### config.mk
export PLATFORM = sky130hd
export DESIGN_NAME = usb_endpoint_dma
export DESIGN_NICKNAME = d
export VERILOG_FILES = /design/src/usb_dma_pkg.sv /design/src/usb_endpoint_dma.sv
export SDC_FILE = /design/constraint.sdc
export NUM_CORES = 1
export LEC_CHECK = 0
export ABC_CLOCK_PERIOD_IN_PS = 14350
export BUFFER_PORTS_ARGS = -buffer_cell sky130_fd_sc_hd__buf_2
export CELL_PAD_IN_SITES_DETAIL_PLACEMENT = 0
export CELL_PAD_IN_SITES_GLOBAL_PLACEMENT = 2
export CORE_MARGIN = 4
export CORE_UTILIZATION = 29
export CTS_CLUSTER_DIAMETER = 50
export DETAILED_ROUTE_END_ITERATION = 8
export GPL_ROUTABILITY_DRIVEN = 0
export GPL_TIMING_DRIVEN = 0
export HOLD_SLACK_MARGIN = 0.08
export PLACE_DENSITY = 0.92
export SYNTH_ARGS = -nofsm -noshare
export SYNTH_HDL_FRONTEND = slang
export SYNTH_SLANG_ARGS = --single-unit
### constraint.sdc
create_clock -name clk_sys_i -period 14.35 [get_ports clk_sys_i]
set_clock_uncertainty 0.1 [all_clocks]
set_input_delay 2.87 -clock clk_sys_i [delete_from_list [all_inputs] [get_ports clk_sys_i]]
set_output_delay 2.87 -clock clk_sys_i [all_outputs]
set_load 0.005 [all_outputs]
### src/usb_dma_pkg.sv
// package: register map, field layout and types of the endpoint dma engine
package usb_dma_pkg;
  // register indices; byte address is four times the index
  localparam logic [7:0]  IDX_CTRL       = 8'hEA;
  localparam logic [7:0]  IDX_ADDR_LOW   = 8'hEB;
  localparam logic [7:0]  IDX_ADDR_HIGH  = 8'hEC;
  localparam logic [7:0]  IDX_COUNT      = 8'hED;
  localparam int          ADDR_W         = 14;
  localparam int          COUNT_W        = 7;
  localparam int          EP_OFS_W       = 7;
  // control register fields
  localparam int          CTRL_RUN_BIT   = 0;
  localparam int          CTRL_DIR_BIT   = 1;
  localparam int          CTRL_ERR_BIT   = 2;
  localparam int          CTRL_EPS_LSB   = 4;
  localparam int          CTRL_EPS_MSB   = 6;
  localparam int          ADDR_HIGH_W    = ADDR_W - 8;
  // reset values
  localparam logic [ADDR_W-1:0]  ADDR_RESET  = 14'h0100;
  localparam logic [COUNT_W-1:0] COUNT_RESET = 7'h00;
  // ram window the engine may touch
  localparam logic [ADDR_W:0]    WIN_LOW     = 15'h0100;
  localparam logic [ADDR_W:0]    WIN_HIGH    = 15'h10FF;
  // endpoint selection and capacities
  localparam logic [2:0]  EPS_MAX_LEGAL  = 3'h4;
  localparam logic [7:0]  CAP_SINGLE     = 8'h40;
  localparam logic [7:0]  CAP_DOUBLE     = 8'h80;
  localparam logic [7:0]  CAP_SMALL      = 8'h08;

  typedef enum logic [1:0] {
    ST_IDLE,
    ST_START,
    ST_MOVE
  } dma_state_t;

  // request to the data ram (synchronous read, one cycle latency)
  typedef struct packed {
    logic [ADDR_W-1:0] addr;
    logic [7:0]        wdata;
    logic              we;
    logic              re;
  } ram_req_t;

  // request to the endpoint buffer ram (synchronous read, one cycle latency)
  typedef struct packed {
    logic [2:0]          ep;
    logic [EP_OFS_W-1:0] offset;
    logic [7:0]          wdata;
    logic                we;
    logic                re;
  } ep_req_t;
endpackage

### src/usb_endpoint_dma.sv
// usb endpoint dma engine: apb registers, launch checks and byte mover
//
// Function
// - a block of N bytes moves in at most N plus one clocks
// - processor is stalled during a transfer and resumes afterwards without polling
// - control bits 6..4 pick one of five endpoint buffers
// - endpoint capacities 64, 2x64, 2x64, 64, then 8 bytes; count limited by them
// - zero byte count or endpoint select above four is a violation
// - launch with good values clears error bit 2; software may clear it
// - error set when base address lies outside 0x0100 to 0x10FF
// - error set when base plus count runs past the ram window
// - error set when count exceeds the selected endpoint capacity
// - on error no transfer, registers kept, security violation raised
// - error flag with usb interrupts enabled drives the usb interrupt
// - direction bit 1: one sends ram to endpoint, zero receives
// - software writes run bit 0 to start; hardware clears it at end
// - a running transfer always completes, nothing aborts it
// - 14-bit ram address split high/low, resets to 0x0100
// - after a transfer the address holds last address plus one
// - byte count is 7 bits and survives a transfer
// - registers are unreachable while the usb module is disabled
// - reserved control bits and unused upper bits read zero
`timescale 1ns/1ps
module usb_endpoint_dma
  import usb_dma_pkg::*;
(
  input  wire logic        clk_sys_i,
  input  wire logic        rst_i,
  input  wire logic        psel_i,
  input  wire logic        penable_i,
  input  wire logic        pwrite_i,
  input  wire logic [31:0] paddr_i,
  input  wire logic [31:0] pwdata_i,
  output logic             pready_o,
  output logic [31:0]      prdata_o,
  output logic             pslverr_o,
  input  wire logic        usb_enable_i,
  input  wire logic        usb_int_enable_i,
  output logic             usb_irq_o,
  output logic             security_violation_o,
  output logic             cpu_stall_o,
  output ram_req_t         ram_req_o,
  input  wire logic [7:0]  ram_rdata_i,
  output ep_req_t          ep_req_o,
  input  wire logic [7:0]  ep_rdata_i
);

  // capacity of each endpoint buffer in bytes
  function automatic logic [7:0] ep_capacity(input logic [2:0] eps);
    logic [7:0] cap;
    cap = CAP_SMALL;
    if (eps == 3'h1 || eps == 3'h2) begin
      cap = CAP_DOUBLE;
    end else if (eps == 3'h0 || eps == 3'h3) begin
      cap = CAP_SINGLE;
    end
    return cap;
  endfunction

  // all launch checks in one place; true means the launch is refused
  function automatic logic launch_bad(input logic [ADDR_W-1:0]  base,
                                      input logic [COUNT_W-1:0] cnt,
                                      input logic [2:0]         eps);
    logic [ADDR_W:0] last;
    logic            bad;
    last = {1'b0, base} + {{(ADDR_W+1-COUNT_W){1'b0}}, cnt} - 15'h0001;
    bad  = 1'b0;
    if (cnt == COUNT_RESET || eps > EPS_MAX_LEGAL) begin
      bad = 1'b1;
    end
    if ({1'b0, base} < WIN_LOW || {1'b0, base} > WIN_HIGH) begin
      bad = 1'b1;
    end else if (cnt != COUNT_RESET && last > WIN_HIGH) begin
      bad = 1'b1;
    end
    if ({1'b0, cnt} > ep_capacity(eps)) begin
      bad = 1'b1;
    end
    return bad;
  endfunction

  dma_state_t          state_q;
  logic [2:0]          eps_q;
  logic                dir_q;
  logic                err_q;
  logic                run_q;
  logic [ADDR_W-1:0]   addr_q;
  logic [COUNT_W-1:0]  count_q;
  logic [COUNT_W-1:0]  idx_q;
  logic                viol_q;
  logic                busy;
  logic                bad;
  logic                last_byte;
  logic                done;
  logic                acc;
  logic                wr_en;
  logic [7:0]          reg_idx;
  logic                mapped;
  logic [7:0]          rd_byte;

  assign busy      = (state_q != ST_IDLE);
  assign bad       = launch_bad(addr_q, count_q, eps_q);
  assign last_byte = (idx_q == count_q - 7'h01);
  assign done      = (state_q == ST_MOVE) && last_byte;

  // apb decode: registers sit at four times their index
  assign acc     = psel_i && penable_i;
  assign reg_idx = paddr_i[9:2];
  assign mapped  = (paddr_i[1:0] == 2'b00) && (paddr_i[31:10] == 22'h000000) &&
                   (reg_idx >= IDX_CTRL) && (reg_idx <= IDX_COUNT);
  // the stalled processor cannot finish an access until the copy is over
  assign pready_o  = !busy;
  assign wr_en     = acc && pready_o && pwrite_i && mapped && usb_enable_i;
  assign pslverr_o = acc && (!mapped || !usb_enable_i);
  assign cpu_stall_o = busy || run_q;

  // read mux; unused and reserved bits are zero
  always_comb begin
    rd_byte = 8'h00;
    unique case (reg_idx)
      IDX_CTRL: begin
        rd_byte[CTRL_EPS_MSB:CTRL_EPS_LSB] = eps_q;
        rd_byte[CTRL_ERR_BIT] = err_q;
        rd_byte[CTRL_DIR_BIT] = dir_q;
        rd_byte[CTRL_RUN_BIT] = run_q;
      end
      IDX_ADDR_LOW:  rd_byte = addr_q[7:0];
      IDX_ADDR_HIGH: rd_byte = {2'b00, addr_q[ADDR_W-1:8]};
      IDX_COUNT:     rd_byte = {1'b0, count_q};
      default:       rd_byte = 8'h00;
    endcase
  end
  // a disabled module or unmapped address reads as zero
  assign prdata_o = (acc && mapped && usb_enable_i) ? {24'h000000, rd_byte} : 32'h00000000;

  // endpoint select and direction are plain software fields
  always_ff @(posedge clk_sys_i) begin
    if (rst_i) begin
      eps_q <= 3'h0;
      dir_q <= 1'b0;
    end else if (wr_en && reg_idx == IDX_CTRL) begin
      eps_q <= pwdata_i[CTRL_EPS_MSB:CTRL_EPS_LSB];
      dir_q <= pwdata_i[CTRL_DIR_BIT];
    end
  end

  // run bit: set by software, cleared by hardware at end or refusal
  always_ff @(posedge clk_sys_i) begin
    if (rst_i) begin
      run_q <= 1'b0;
    end else if (wr_en && reg_idx == IDX_CTRL && pwdata_i[CTRL_RUN_BIT]) begin
      run_q <= 1'b1;
    end else if (done || (state_q == ST_START && bad)) begin
      run_q <= 1'b0;
    end
  end

  // error flag: launch check decides; software may only clear it
  always_ff @(posedge clk_sys_i) begin
    if (rst_i) begin
      err_q <= 1'b0;
    end else if (state_q == ST_START) begin
      err_q <= bad;
    end else if (wr_en && reg_idx == IDX_CTRL && !pwdata_i[CTRL_ERR_BIT]) begin
      err_q <= 1'b0;
    end
  end

  // level interrupt until software clears the flag
  assign usb_irq_o = err_q && usb_int_enable_i;

  // one-cycle security violation on a refused launch
  always_ff @(posedge clk_sys_i) begin
    if (rst_i) begin
      viol_q <= 1'b0;
    end else begin
      viol_q <= (state_q == ST_START) && bad;
    end
  end
  assign security_violation_o = viol_q;

  // address register: software writes, advances to end after a copy
  always_ff @(posedge clk_sys_i) begin
    if (rst_i) begin
      addr_q <= ADDR_RESET;
    end else if (done) begin
      addr_q <= addr_q + {{(ADDR_W-COUNT_W){1'b0}}, count_q};
    end else if (wr_en && reg_idx == IDX_ADDR_LOW) begin
      addr_q[7:0] <= pwdata_i[7:0];
    end else if (wr_en && reg_idx == IDX_ADDR_HIGH) begin
      addr_q[ADDR_W-1:8] <= pwdata_i[ADDR_HIGH_W-1:0];
    end
  end

  // byte count is never touched by the engine itself
  always_ff @(posedge clk_sys_i) begin
    if (rst_i) begin
      count_q <= COUNT_RESET;
    end else if (wr_en && reg_idx == IDX_COUNT) begin
      count_q <= pwdata_i[COUNT_W-1:0];
    end
  end

  // sequencer: start cycle checks and issues first read, then a byte a clock
  always_ff @(posedge clk_sys_i) begin
    if (rst_i) begin
      state_q <= ST_IDLE;
      idx_q   <= 7'h00;
    end else begin
      unique case (state_q)
        ST_IDLE: begin
          idx_q <= 7'h00;
          if (wr_en && reg_idx == IDX_CTRL && pwdata_i[CTRL_RUN_BIT]) begin
            state_q <= ST_START;
          end
        end
        ST_START: begin
          // a refused launch moves nothing and keeps the registers
          state_q <= bad ? ST_IDLE : ST_MOVE;
        end
        ST_MOVE: begin
          // no abort path exists: the processor cannot ask for one
          idx_q <= idx_q + 7'h01;
          if (last_byte) begin
            state_q <= ST_IDLE;
          end
        end
      endcase
    end
  end

  // memory strobes: read at idx+1 while writing idx, ascending addresses
  always_comb begin
    logic [COUNT_W-1:0] rd_idx;
    logic               rd_on;
    logic               wr_on;
    rd_idx = 7'h00;
    rd_on  = 1'b0;
    wr_on  = (state_q == ST_MOVE);
    if (state_q == ST_START) begin
      rd_on  = !bad;
      rd_idx = 7'h00;
    end else if (state_q == ST_MOVE && !last_byte) begin
      rd_on  = 1'b1;
      rd_idx = idx_q + 7'h01;
    end
    ram_req_o = '0;
    ep_req_o  = '0;
    ep_req_o.ep = eps_q;
    if (dir_q) begin
      // transmit: ram is read, endpoint buffer written
      ram_req_o.addr   = addr_q + {{(ADDR_W-COUNT_W){1'b0}}, rd_on ? rd_idx : idx_q};
      ram_req_o.re     = rd_on;
      ep_req_o.offset  = idx_q;
      ep_req_o.wdata   = ram_rdata_i;
      ep_req_o.we      = wr_on;
    end else begin
      // receive: endpoint buffer is read, ram written
      ep_req_o.offset  = rd_on ? rd_idx : idx_q;
      ep_req_o.re      = rd_on;
      ram_req_o.addr   = addr_q + {{(ADDR_W-COUNT_W){1'b0}}, idx_q};
      ram_req_o.wdata  = ep_rdata_i;
      ram_req_o.we     = wr_on;
    end
  end

  // helper: cycles since launch, read only by checks below
  logic [7:0] cyc_q;
  always_ff @(posedge clk_sys_i) begin
    if (rst_i || state_q == ST_IDLE) begin
      cyc_q <= 8'h00;
    end else begin
      cyc_q <= cyc_q + 8'h01;
    end
  end

  property p_len;
    @(posedge clk_sys_i) disable iff (rst_i)
      done |-> (cyc_q == {1'b0, count_q});
  endproperty
  a_len: assert property (p_len) else $error("transfer length wrong");

  property p_stall;
    @(posedge clk_sys_i) disable iff (rst_i)
      (state_q == ST_START && !bad) |-> cpu_stall_o [*2] ##1 (cpu_stall_o || !busy);
  endproperty
  a_stall: assert property (p_stall) else $error("processor not stalled");

  property p_refuse;
    @(posedge clk_sys_i) disable iff (rst_i)
      (state_q == ST_START && bad) |=> err_q && !run_q && security_violation_o &&
                                      $stable(addr_q) && $stable(count_q) &&
                                      state_q == ST_IDLE && !ram_req_o.we && !ep_req_o.we;
  endproperty
  a_refuse: assert property (p_refuse) else $error("bad launch not refused");

  property p_err_clear;
    @(posedge clk_sys_i) disable iff (rst_i)
      (state_q == ST_START && !bad) |=> !err_q ##[1:128] !run_q;
  endproperty
  a_err_clear: assert property (p_err_clear) else $error("good launch left error");

  property p_irq;
    @(posedge clk_sys_i) disable iff (rst_i)
      (err_q && usb_int_enable_i) |-> usb_irq_o;
  endproperty
  a_irq: assert property (p_irq) else $error("interrupt missing");

  property p_addr_adv;
    @(posedge clk_sys_i) disable iff (rst_i)
      done |=> addr_q == $past(addr_q) + {{(ADDR_W-COUNT_W){1'b0}}, $past(count_q)};
  endproperty
  a_addr_adv: assert property (p_addr_adv) else $error("address not advanced");

  property p_count_kept;
    @(posedge clk_sys_i) disable iff (rst_i)
      done |=> $stable(count_q) && !run_q;
  endproperty
  a_count_kept: assert property (p_count_kept) else $error("count lost");

  property p_disabled;
    @(posedge clk_sys_i) disable iff (rst_i)
      (acc && !usb_enable_i) |-> pslverr_o && prdata_o == 32'h00000000 ##1
                                 ($stable(err_q) || busy);
  endproperty
  a_disabled: assert property (p_disabled) else $error("access while disabled");

  property p_seq;
    @(posedge clk_sys_i) disable iff (rst_i)
      (state_q == ST_MOVE && ram_req_o.re) |->
        ram_req_o.addr == addr_q + {7'h00, idx_q} + 14'h0001;
  endproperty
  a_seq: assert property (p_seq) else $error("ram reads not ascending");

  // a zero written to the flag bit clears it on the next cycle, even when the same write launches
  property p_sw_clear;
    @(posedge clk_sys_i) disable iff (rst_i)
      (wr_en && reg_idx == IDX_CTRL && !pwdata_i[CTRL_ERR_BIT]) |=> !err_q;
  endproperty
  a_sw_clear: assert property (p_sw_clear) else $error("flag not cleared");

  property p_launch;
    @(posedge clk_sys_i) disable iff (rst_i)
      (wr_en && reg_idx == IDX_CTRL && pwdata_i[CTRL_RUN_BIT]) |=>
        state_q == ST_START && cpu_stall_o && !pready_o;
  endproperty
  a_launch: assert property (p_launch) else $error("run write did not launch");

  // no strobe may ever leave the permitted ram window
  property p_window;
    @(posedge clk_sys_i) disable iff (rst_i)
      (ram_req_o.we || ram_req_o.re) |->
        {1'b0, ram_req_o.addr} >= WIN_LOW && {1'b0, ram_req_o.addr} <= WIN_HIGH;
  endproperty
  a_window: assert property (p_window) else $error("ram access outside window");

  property p_ep_room;
    @(posedge clk_sys_i) disable iff (rst_i)
      (ep_req_o.we || ep_req_o.re) |-> {1'b0, ep_req_o.offset} < ep_capacity(ep_req_o.ep);
  endproperty
  a_ep_room: assert property (p_ep_room) else $error("endpoint offset too large");

  property p_legal_move;
    @(posedge clk_sys_i) disable iff (rst_i)
      (state_q == ST_MOVE) |-> eps_q <= EPS_MAX_LEGAL && count_q != COUNT_RESET;
  endproperty
  a_legal_move: assert property (p_legal_move) else $error("illegal launch moved");

  property p_no_abort;
    @(posedge clk_sys_i) disable iff (rst_i)
      (state_q == ST_MOVE && !last_byte) |=>
        state_q == ST_MOVE && idx_q == $past(idx_q) + 7'h01;
  endproperty
  a_no_abort: assert property (p_no_abort) else $error("transfer cut short");

  // exactly one side is written per moving cycle, chosen by direction
  property p_one_write;
    @(posedge clk_sys_i) disable iff (rst_i)
      (state_q == ST_MOVE) |-> (dir_q ? (ep_req_o.we && !ram_req_o.we) :
                                        (ram_req_o.we && !ep_req_o.we));
  endproperty
  a_one_write: assert property (p_one_write) else $error("wrong side written");

  c_tx:  cover property (@(posedge clk_sys_i) disable iff (rst_i) done && dir_q);
  c_rx:  cover property (@(posedge clk_sys_i) disable iff (rst_i) done && !dir_q);
  c_bad: cover property (@(posedge clk_sys_i) disable iff (rst_i) security_violation_o);
  c_irq: cover property (@(posedge clk_sys_i) disable iff (rst_i) usb_irq_o);
  c_off: cover property (@(posedge clk_sys_i) disable iff (rst_i) acc && !usb_enable_i);
endmodule

==> impl_metrics.env, run 1 <==
export IMPL_status="completed"
export IMPL_grt_max_degree=13
export IMPL_met2_usage_pct=26.9
export IMPL_area_growth_pct=24.2
export IMPL_core_area_um2=15200
export IMPL_max_slew_worst_pin_slew_ns=1.13
export IMPL_r2r_cells=12
export IMPL_vias=4794
export IMPL_antenna_cells=0
export IMPL_rows=45
export IMPL_clkLatencyLatePin_ns=0.28
export IMPL_synth_edf_count=0
export IMPL_r2r_end="state_q[1]"
export IMPL_htree_num_levels=2
export IMPL_grtUsageTotal_pct=16.7
export IMPL_grt_util_met1_pct=23.6
export IMPL_ant_nets=0
export IMPL_max_freq_ghz=0.107
export IMPL_p_per_area_nw_per_um2=47.6
export IMPL_port_buffers=119
export IMPL_synthCells=616
export IMPL_cellLeakagePower_uw=0.00254
export IMPL_met3_usage_pct=2.74
export IMPL_synthFlopType="dfxtp_1"
export IMPL_yosys_area_share_simple_pct=23.3
export IMPL_ys_seq_area_share_pct=16.4
export IMPL_worstPathRequired_ns=11.38
export IMPL_grt_pass1_wl_um=24100
export IMPL_utilization_pct=36.9
export IMPL_cts_hold_buffers_added=0
export IMPL_antenna_found_initial=0
export IMPL_ys_top_cells_by_area="dfxtp_1 (16%), ha_1 (14%), a21oi_1 (7.5%)"
export IMPL_synth_distinct_cells=56
export IMPL_syn_area_per_cell_um2=7.32
export IMPL_async_flop_share_pct=0
export IMPL_muxShareOfSynthArea_pct=5.13
export IMPL_ys_ff_latch=37
export IMPL_die_area_um2=17600
export IMPL_cts_buffers=5
export IMPL_crit_end="ram_req_o[21]"
export IMPL_arrival_ns=6.40
export IMPL_ctsResizeCount=0
export IMPL_clock_sink_count=37
export IMPL_finalWirelength_um=15000
export IMPL_endpoint_kind="output port"
export IMPL_cp_start_kind="flop"
export IMPL_cts_tree="built"
export IMPL_synth_top_family_by_area="simple AND/OR/NAND/NOR gates"
export IMPL_hold_path_depth=2
export IMPL_r2r_slack_ns=10.48
export IMPL_syn_area_um2=4510
export IMPL_fin_crit_ns=9.37
export IMPL_synth_most_common_cell="a21oi_1"
export IMPL_grt_setup_unrepaired="no"
export IMPL_path_class="reg2out"
export IMPL_wl_per_cell_um=15.7
export IMPL_yosys_area_share_xor_xnor_pct=5.83
export IMPL_ys_top_cells_by_count="a21oi_1 (68), inv_1 (58), ha_1 (51), nor2_1 (49), dfxtp_1 (37)"
export IMPL_viasPerCell=5.03
export IMPL_setup_viol=0
export IMPL_hp_class="reg2reg"
export IMPL_yosys_warnings=0
export IMPL_first_pass_iters=5
export IMPL_dieWidth_um=133
export IMPL_grt_overflow_total=0
export IMPL_synth_compound_area_share_pct=22.8
export IMPL_crit_start="addr_q[1]"
export IMPL_busiest_layer="met2"
export IMPL_drive_gt1_share_pct=21.1
export IMPL_drt_initial_drc_count=346
export IMPL_clock_path_buffers=2
export IMPL_post_cts_setup_buffers=0
export IMPL_cts_clk_slew_worst_paths_ns=0.06
export IMPL_finalSetupTns_ns=0
export IMPL_post_route_period_util_pct=65.3
export IMPL_yosys_area_share_adder_pct=15.5
export IMPL_critical_path_max_fanout=10
export IMPL_rr_startpoint="addr_q[1]"
export IMPL_fp_dieH_um=133
export IMPL_ir_drop_mv=0.0400
export IMPL_ios=168
export IMPL_num_fill_cells=1679
export IMPL_grt_pass1_vias=4621
export IMPL_yosys_area_top_type_share_pct=16.4
export IMPL_initial_utilization_pct=29.7
export IMPL_final_nets=906
export IMPL_hold_violations=0
export IMPL_yosys_area_top_type="dfxtp_1"
export IMPL_max_cap_viol_count=0
export IMPL_root_buffer="clkbuf_16"
export IMPL_drc=0
export IMPL_max_slew_margin_rel_pct=22.5
export IMPL_drv_slew=0
export IMPL_power_uw=266
export IMPL_hpwlAfterDp_um=12300
## critical path, cell delays in order (launching register included)
cell and delay, ns:
dfxtp_1 0.55, inv_1 0.14, ha_1 0.33, inv_1 0.05
ha_1 0.22, fa_1 0.37, nand3_1 0.09, a21o_1 0.16
a211o_1 0.13, a221oi_1 0.08, a2111oi_0 0.90, o31ai_1 0.46
clkbuf_2 0.29, o21ai_0 0.47, ha_1 0.33, a21o_1 0.15
a21oi_1 0.21, o21bai_1 0.09, a21oi_1 0.23, o21ai_0 0.37
nand3_1 0.22, xnor2_1 0.13, buf_2 0.13
## per-layer routing
metal	part of all wire [%]	routed length [um]	up-vias
met2	44	6580	205
li1	-	-	2444
met3	7.4	1100	10
met1	48	7170	2135
met5	0	0	-
met4	0.88	132	0
## power breakdown
group | switching [uW] | total (uW) | internal [uW]
combinational | 16.2 | 31.5 | 15.3
clock | 44.2 | 131 | 86.7
sequential | 0.538 | 104 | 103
## sequential cells by signal, indices dropped and copies added (netlist names)
register,flops
state_q,2
security_violation_o,1
addr_q,14
run_q,1
dir_q,1
eps_q,3
err_q,1
count_q,7
idx_q,7
## worst min path at each step
stage,to,start,slack (ns)
final,state_q[0],state_q[0],0.42
after global routing,idx_q[6],idx_q[6],0.48
after CTS,state_q[0],state_q[0],0.42
after detailed placement,state_q[0],state_q[0],0.41
after global placement,state_q[0],state_q[0],0.41
after floorplan,idx_q[6],idx_q[6],0.39
## kinds of logic after synthesis
kind of cell    count (synthesis)
compound gates                168
xor+xnor                       30
fa+ha+maj                      54
buf+inv                       106
flops                          37
mux                            23
other cells                     1
simple gates                  197
## layout by cell type, fill, tap and decap left out, types with 17 or more instances in the layout
cell type  instances
dfxtp_1           37
nor2_1            49
clkbuf_1          19
buf_4             25
mux2i_1           22
nor3_1            17
conb_1            24
o21ai_0           34
inv_1             58
nor4_1            17
nand2_1           30
buf_2            120
ha_1              51
xnor2_1           24
a21oi_1           68
nand3_1           18
## final cells by class
type | instances | area, um2 | share of cell area (%)
well taps | 188 | 235 | 4.20
multi-input cells | 496 | 3360 | 60.0
repair buffers | 119 | 596 | 10.6
plain buffers | 48 | 277 | 4.93
inverters | 58 | 218 | 3.88
clock buffers | 6 | 139 | 2.48
clock inverters | 2 | 37.5 | 0.670
flip-flops and latches | 37 | 741 | 13.2
## per-stage QoR
step	instances	cell area, um2	worst slack, ns	hold slack (ns)
finish	954	5600	4.98	0.422
global route	954	5600	4.43	0.475
CTS	954	5600	4.90	0.422
detailed placement	946	5430	5.25	0.415
global placement	946	5430	5.20	0.411
floorplan	639	4600	6.81	0.385
Power figures use the tool's default switching activity.
==> run 2: changes to the inputs <==
--- a/config.mk
+++ b/config.mk
@@ -5,18 +5,19 @@
 export SDC_FILE = /design/constraint.sdc
 export NUM_CORES = 1
 export LEC_CHECK = 0
-export ABC_CLOCK_PERIOD_IN_PS = 14350
+export ABC_AREA = 1
+export ABC_CLOCK_PERIOD_IN_PS = 8800
 export BUFFER_PORTS_ARGS = -buffer_cell sky130_fd_sc_hd__buf_2
 export CELL_PAD_IN_SITES_DETAIL_PLACEMENT = 0
 export CELL_PAD_IN_SITES_GLOBAL_PLACEMENT = 2
 export CORE_MARGIN = 4
-export CORE_UTILIZATION = 29
+export CORE_UTILIZATION = 26
 export CTS_CLUSTER_DIAMETER = 50
 export DETAILED_ROUTE_END_ITERATION = 8
 export GPL_ROUTABILITY_DRIVEN = 0
 export GPL_TIMING_DRIVEN = 0
 export HOLD_SLACK_MARGIN = 0.08
-export PLACE_DENSITY = 0.92
+export PLACE_DENSITY = 0.88
 export SYNTH_ARGS = -nofsm -noshare
 export SYNTH_HDL_FRONTEND = slang
 export SYNTH_SLANG_ARGS = --single-unit
==> constraint.sdc (replaced) <==
create_clock -name clk_sys_i -period 8.8 [get_ports clk_sys_i]
set_clock_uncertainty 0.1 [all_clocks]
set_input_delay 1.76 -clock clk_sys_i [delete_from_list [all_inputs] [get_ports clk_sys_i]]
set_output_delay 1.76 -clock clk_sys_i [all_outputs]
set_load 0.005 [all_outputs]
==> run 2 against run 1 <==
Critical path depth rose by 5. Sequential cell count did not move. Sequential share of layout area decreased by 0.96 points. Clock power up 38%. Utilization shrank 4.6 points. First-iteration DRC count shrank 23%. Area after synthesis up 9.3%. Highest routed layer unchanged.
==> impl_metrics.env, run 2 <==
export IMPL_worst_slack_ns=1.71
export IMPL_cts_buffers=5
export IMPL_muxShareOfSynthArea_pct=0
export IMPL_grt_overflow_total=0
export IMPL_drc=0
export IMPL_finalWirelength_um=16900
export IMPL_viasPerCell=4.42
export IMPL_multi_input_area_um2=3490
export IMPL_arrival_ns=5.23
export IMPL_synthFlopType="dfxtp_1"
export IMPL_clkLatencyLatePin_ns=0.29
export IMPL_endpoint_kind="output port"
export IMPL_ctsResizeCount=0
export IMPL_yosys_area_share_adder_pct=14.2
export IMPL_reg_top3="addr_q: 14 flops, count_q: 7 flops, idx_q: 7 flops"
export IMPL_ir_drop_mv=0.0641
export IMPL_max_cap_viol_count=0
export IMPL_ys_top_cells_by_area="nand2_1 (18%), dfxtp_1 (15%), ha_1 (13%)"
export IMPL_fin_crit_ns=7.09
export IMPL_syn_area_um2=4930
export IMPL_p_per_area_nw_per_um2=64.7
export IMPL_area_growth_pct=22.6
export IMPL_rows=50
export IMPL_ios=168
export IMPL_drv_slew=0
export IMPL_yosys_warnings=0
export IMPL_hold_violations=0
export IMPL_critical_path_max_fanout=8
export IMPL_holdWs_ns=0.392
export IMPL_setup_viol=0
export IMPL_worstPathRequired_ns=6.94
export IMPL_hpwlAfterDp_um=14400
export IMPL_status="completed"
export IMPL_core_area_um2=18700
export IMPL_hp_class="reg2reg"
export IMPL_synthCells=832
export IMPL_cts_hold_buffers_added=0
export IMPL_post_cts_setup_buffers=0
export IMPL_synth_distinct_cells=45
export IMPL_drive_gt1_share_pct=20.1
export IMPL_antenna_found_initial=0
export IMPL_clock_path_buffers=2
export IMPL_cts_tree="built"
export IMPL_top_register="addr_q"
export IMPL_grt_pass1_wl_um=27100
export IMPL_port_buffers=118
export IMPL_clock_sink_count=37
export IMPL_fp_dieH_um=146
export IMPL_post_route_period_util_pct=80.5
export IMPL_cp_start_kind="flop"
export IMPL_htree_num_levels=2
export IMPL_synth_top_family_by_area="simple AND/OR/NAND/NOR gates"
export IMPL_synth_compound_area_share_pct=10.9
export IMPL_first_pass_iters=5
export IMPL_yosys_area_share_xor_xnor_pct=4.62
export IMPL_dp_slack_ns=1.92
export IMPL_root_buffer="clkbuf_16"
export IMPL_async_flop_share_pct=0
export IMPL_final_nets=1121
export IMPL_antenna_cells=0
export IMPL_vias=5368
export IMPL_layout_common_cells="nand2_1 (241), inv_1 (126), buf_2 (120)"
export IMPL_max_freq_ghz=0.141
export IMPL_path_class="reg2out"
export IMPL_syn_area_per_cell_um2=5.93
export IMPL_largest_reg_flops=14
export IMPL_ant_nets=0
export IMPL_grt_setup_unrepaired="no"
export IMPL_yosys_area_top_type_share_pct=18.3
export IMPL_drt_initial_drc_count=268
export IMPL_hold_path_depth=2
export IMPL_synth_most_common_cell="nand2_1"
export IMPL_cellLeakagePower_uw=0.00338
export IMPL_initial_utilization_pct=26.4
export IMPL_yosys_area_top_type="nand2_1"
export IMPL_cts_clk_slew_worst_paths_ns=0.07
export IMPL_max_slew_worst_pin_slew_ns=0.725
export IMPL_grt_pass1_vias=5204
export IMPL_synth_edf_count=0
export IMPL_ys_ff_latch=37
export IMPL_finalSetupTns_ns=0
export IMPL_wl_per_cell_um=13.9
export IMPL_utilization_pct=32.3
export IMPL_grtUsageTotal_pct=15.5
export IMPL_ys_seq_area_share_pct=15.0
export IMPL_yosys_area_share_simple_pct=39.2
export IMPL_die_area_um2=21200
export IMPL_final_common_cell="nand2_1"
export IMPL_r2r_cells=16
export IMPL_seq_area_um2=741
export IMPL_num_fill_cells=2139
export IMPL_grt_max_degree=13
export IMPL_ys_top_cells_by_count="nand2_1 (241), inv_1 (126), nor2_1 (91), nand3_1 (77), ha_1 (51)"
export IMPL_max_slew_margin_rel_pct=51.6
export IMPL_dieWidth_um=146
## run 2: cell families after synthesis
family,Yosys count
AND/OR/NAND/NOR,450
XOR/XNOR,26
buffers and inverters,178
other,1
flip-flops,37
AO/OA/AOI/OAI,86
adder cells (fa/ha/maj),54
## run 2: layout make-up
cell class,instances,share of cell area [%]
Multi-Input combinational cell,640,57.7
Sequential cell,37,12.3
Inverter,138,8.57
Clock inverter,3,0.290
Tap cell,234,4.84
Buffer,40,4.51
Clock buffer,5,2.07
Timing Repair Buffer,118,9.77
## run 2: path summary, 6_finish.rpt
| path | startpoint | end | slack (ns) |
|---|---|---|---|
| max reg2reg | addr_q[1] | state_q[1] | 5.64 |
| max | addr_q[1] | ram_req_o[23] | 1.71 |
| min | state_q[0] | state_q[0] | 0.39 |
| min reg2reg | state_q[0] | state_q[0] | 0.39 |
## run 2: report_power, final
group	internal, uW	switching [uW]	total [uW]
clock network	104	76.7	181
logic	21.1	21.8	42.9
registers	167	0.00203	167
## run 2: critical path, cell delays in order, from the launching register on
cell	delay, ns
dfxtp_1	0.51
inv_1	0.13
ha_1	0.33
inv_1	0.07
ha_1	0.27
fa_1	0.41
nand3_1	0.09
nand3_1	0.11
nand3_1	0.13
nand3_1	0.07
nand2_1	0.06
nand3_1	0.06
nor2_1	0.30
nand3_1	0.19
nand2_2	0.14
nand2_2	0.13
nand2_1	0.10
nand2_1	0.06
ha_1	0.33
a21oi_1	0.15
nand2_1	0.10
a21oi_1	0.21
o21ai_0	0.12
a21oi_1	0.34
nor2_1	0.14
nand3_1	0.11
xor2_1	0.14
buf_2	0.13
## run 2: per-stage QoR
| stage | cell area [um2] | power, uW | cells |
|---|---|---|---|
| finish | 6040 | 391 | 1215 |
| global placement | 5900 | 213 | 1207 |
| floorplan | 5020 | 192 | 855 |
| CTS | 6040 | 395 | 1215 |
| detailed placement | 5900 | 214 | 1207 |
| global route | 6040 | 406 | 1215 |
## run 2: per-layer routing
layer  track usage (%)  share of wire, %  wire, um
met5                 0                 0         0
met4              2.14              0.73       123
met3              1.34               2.8       476
met2              27.0                48      8090
met1              21.3                49      8230
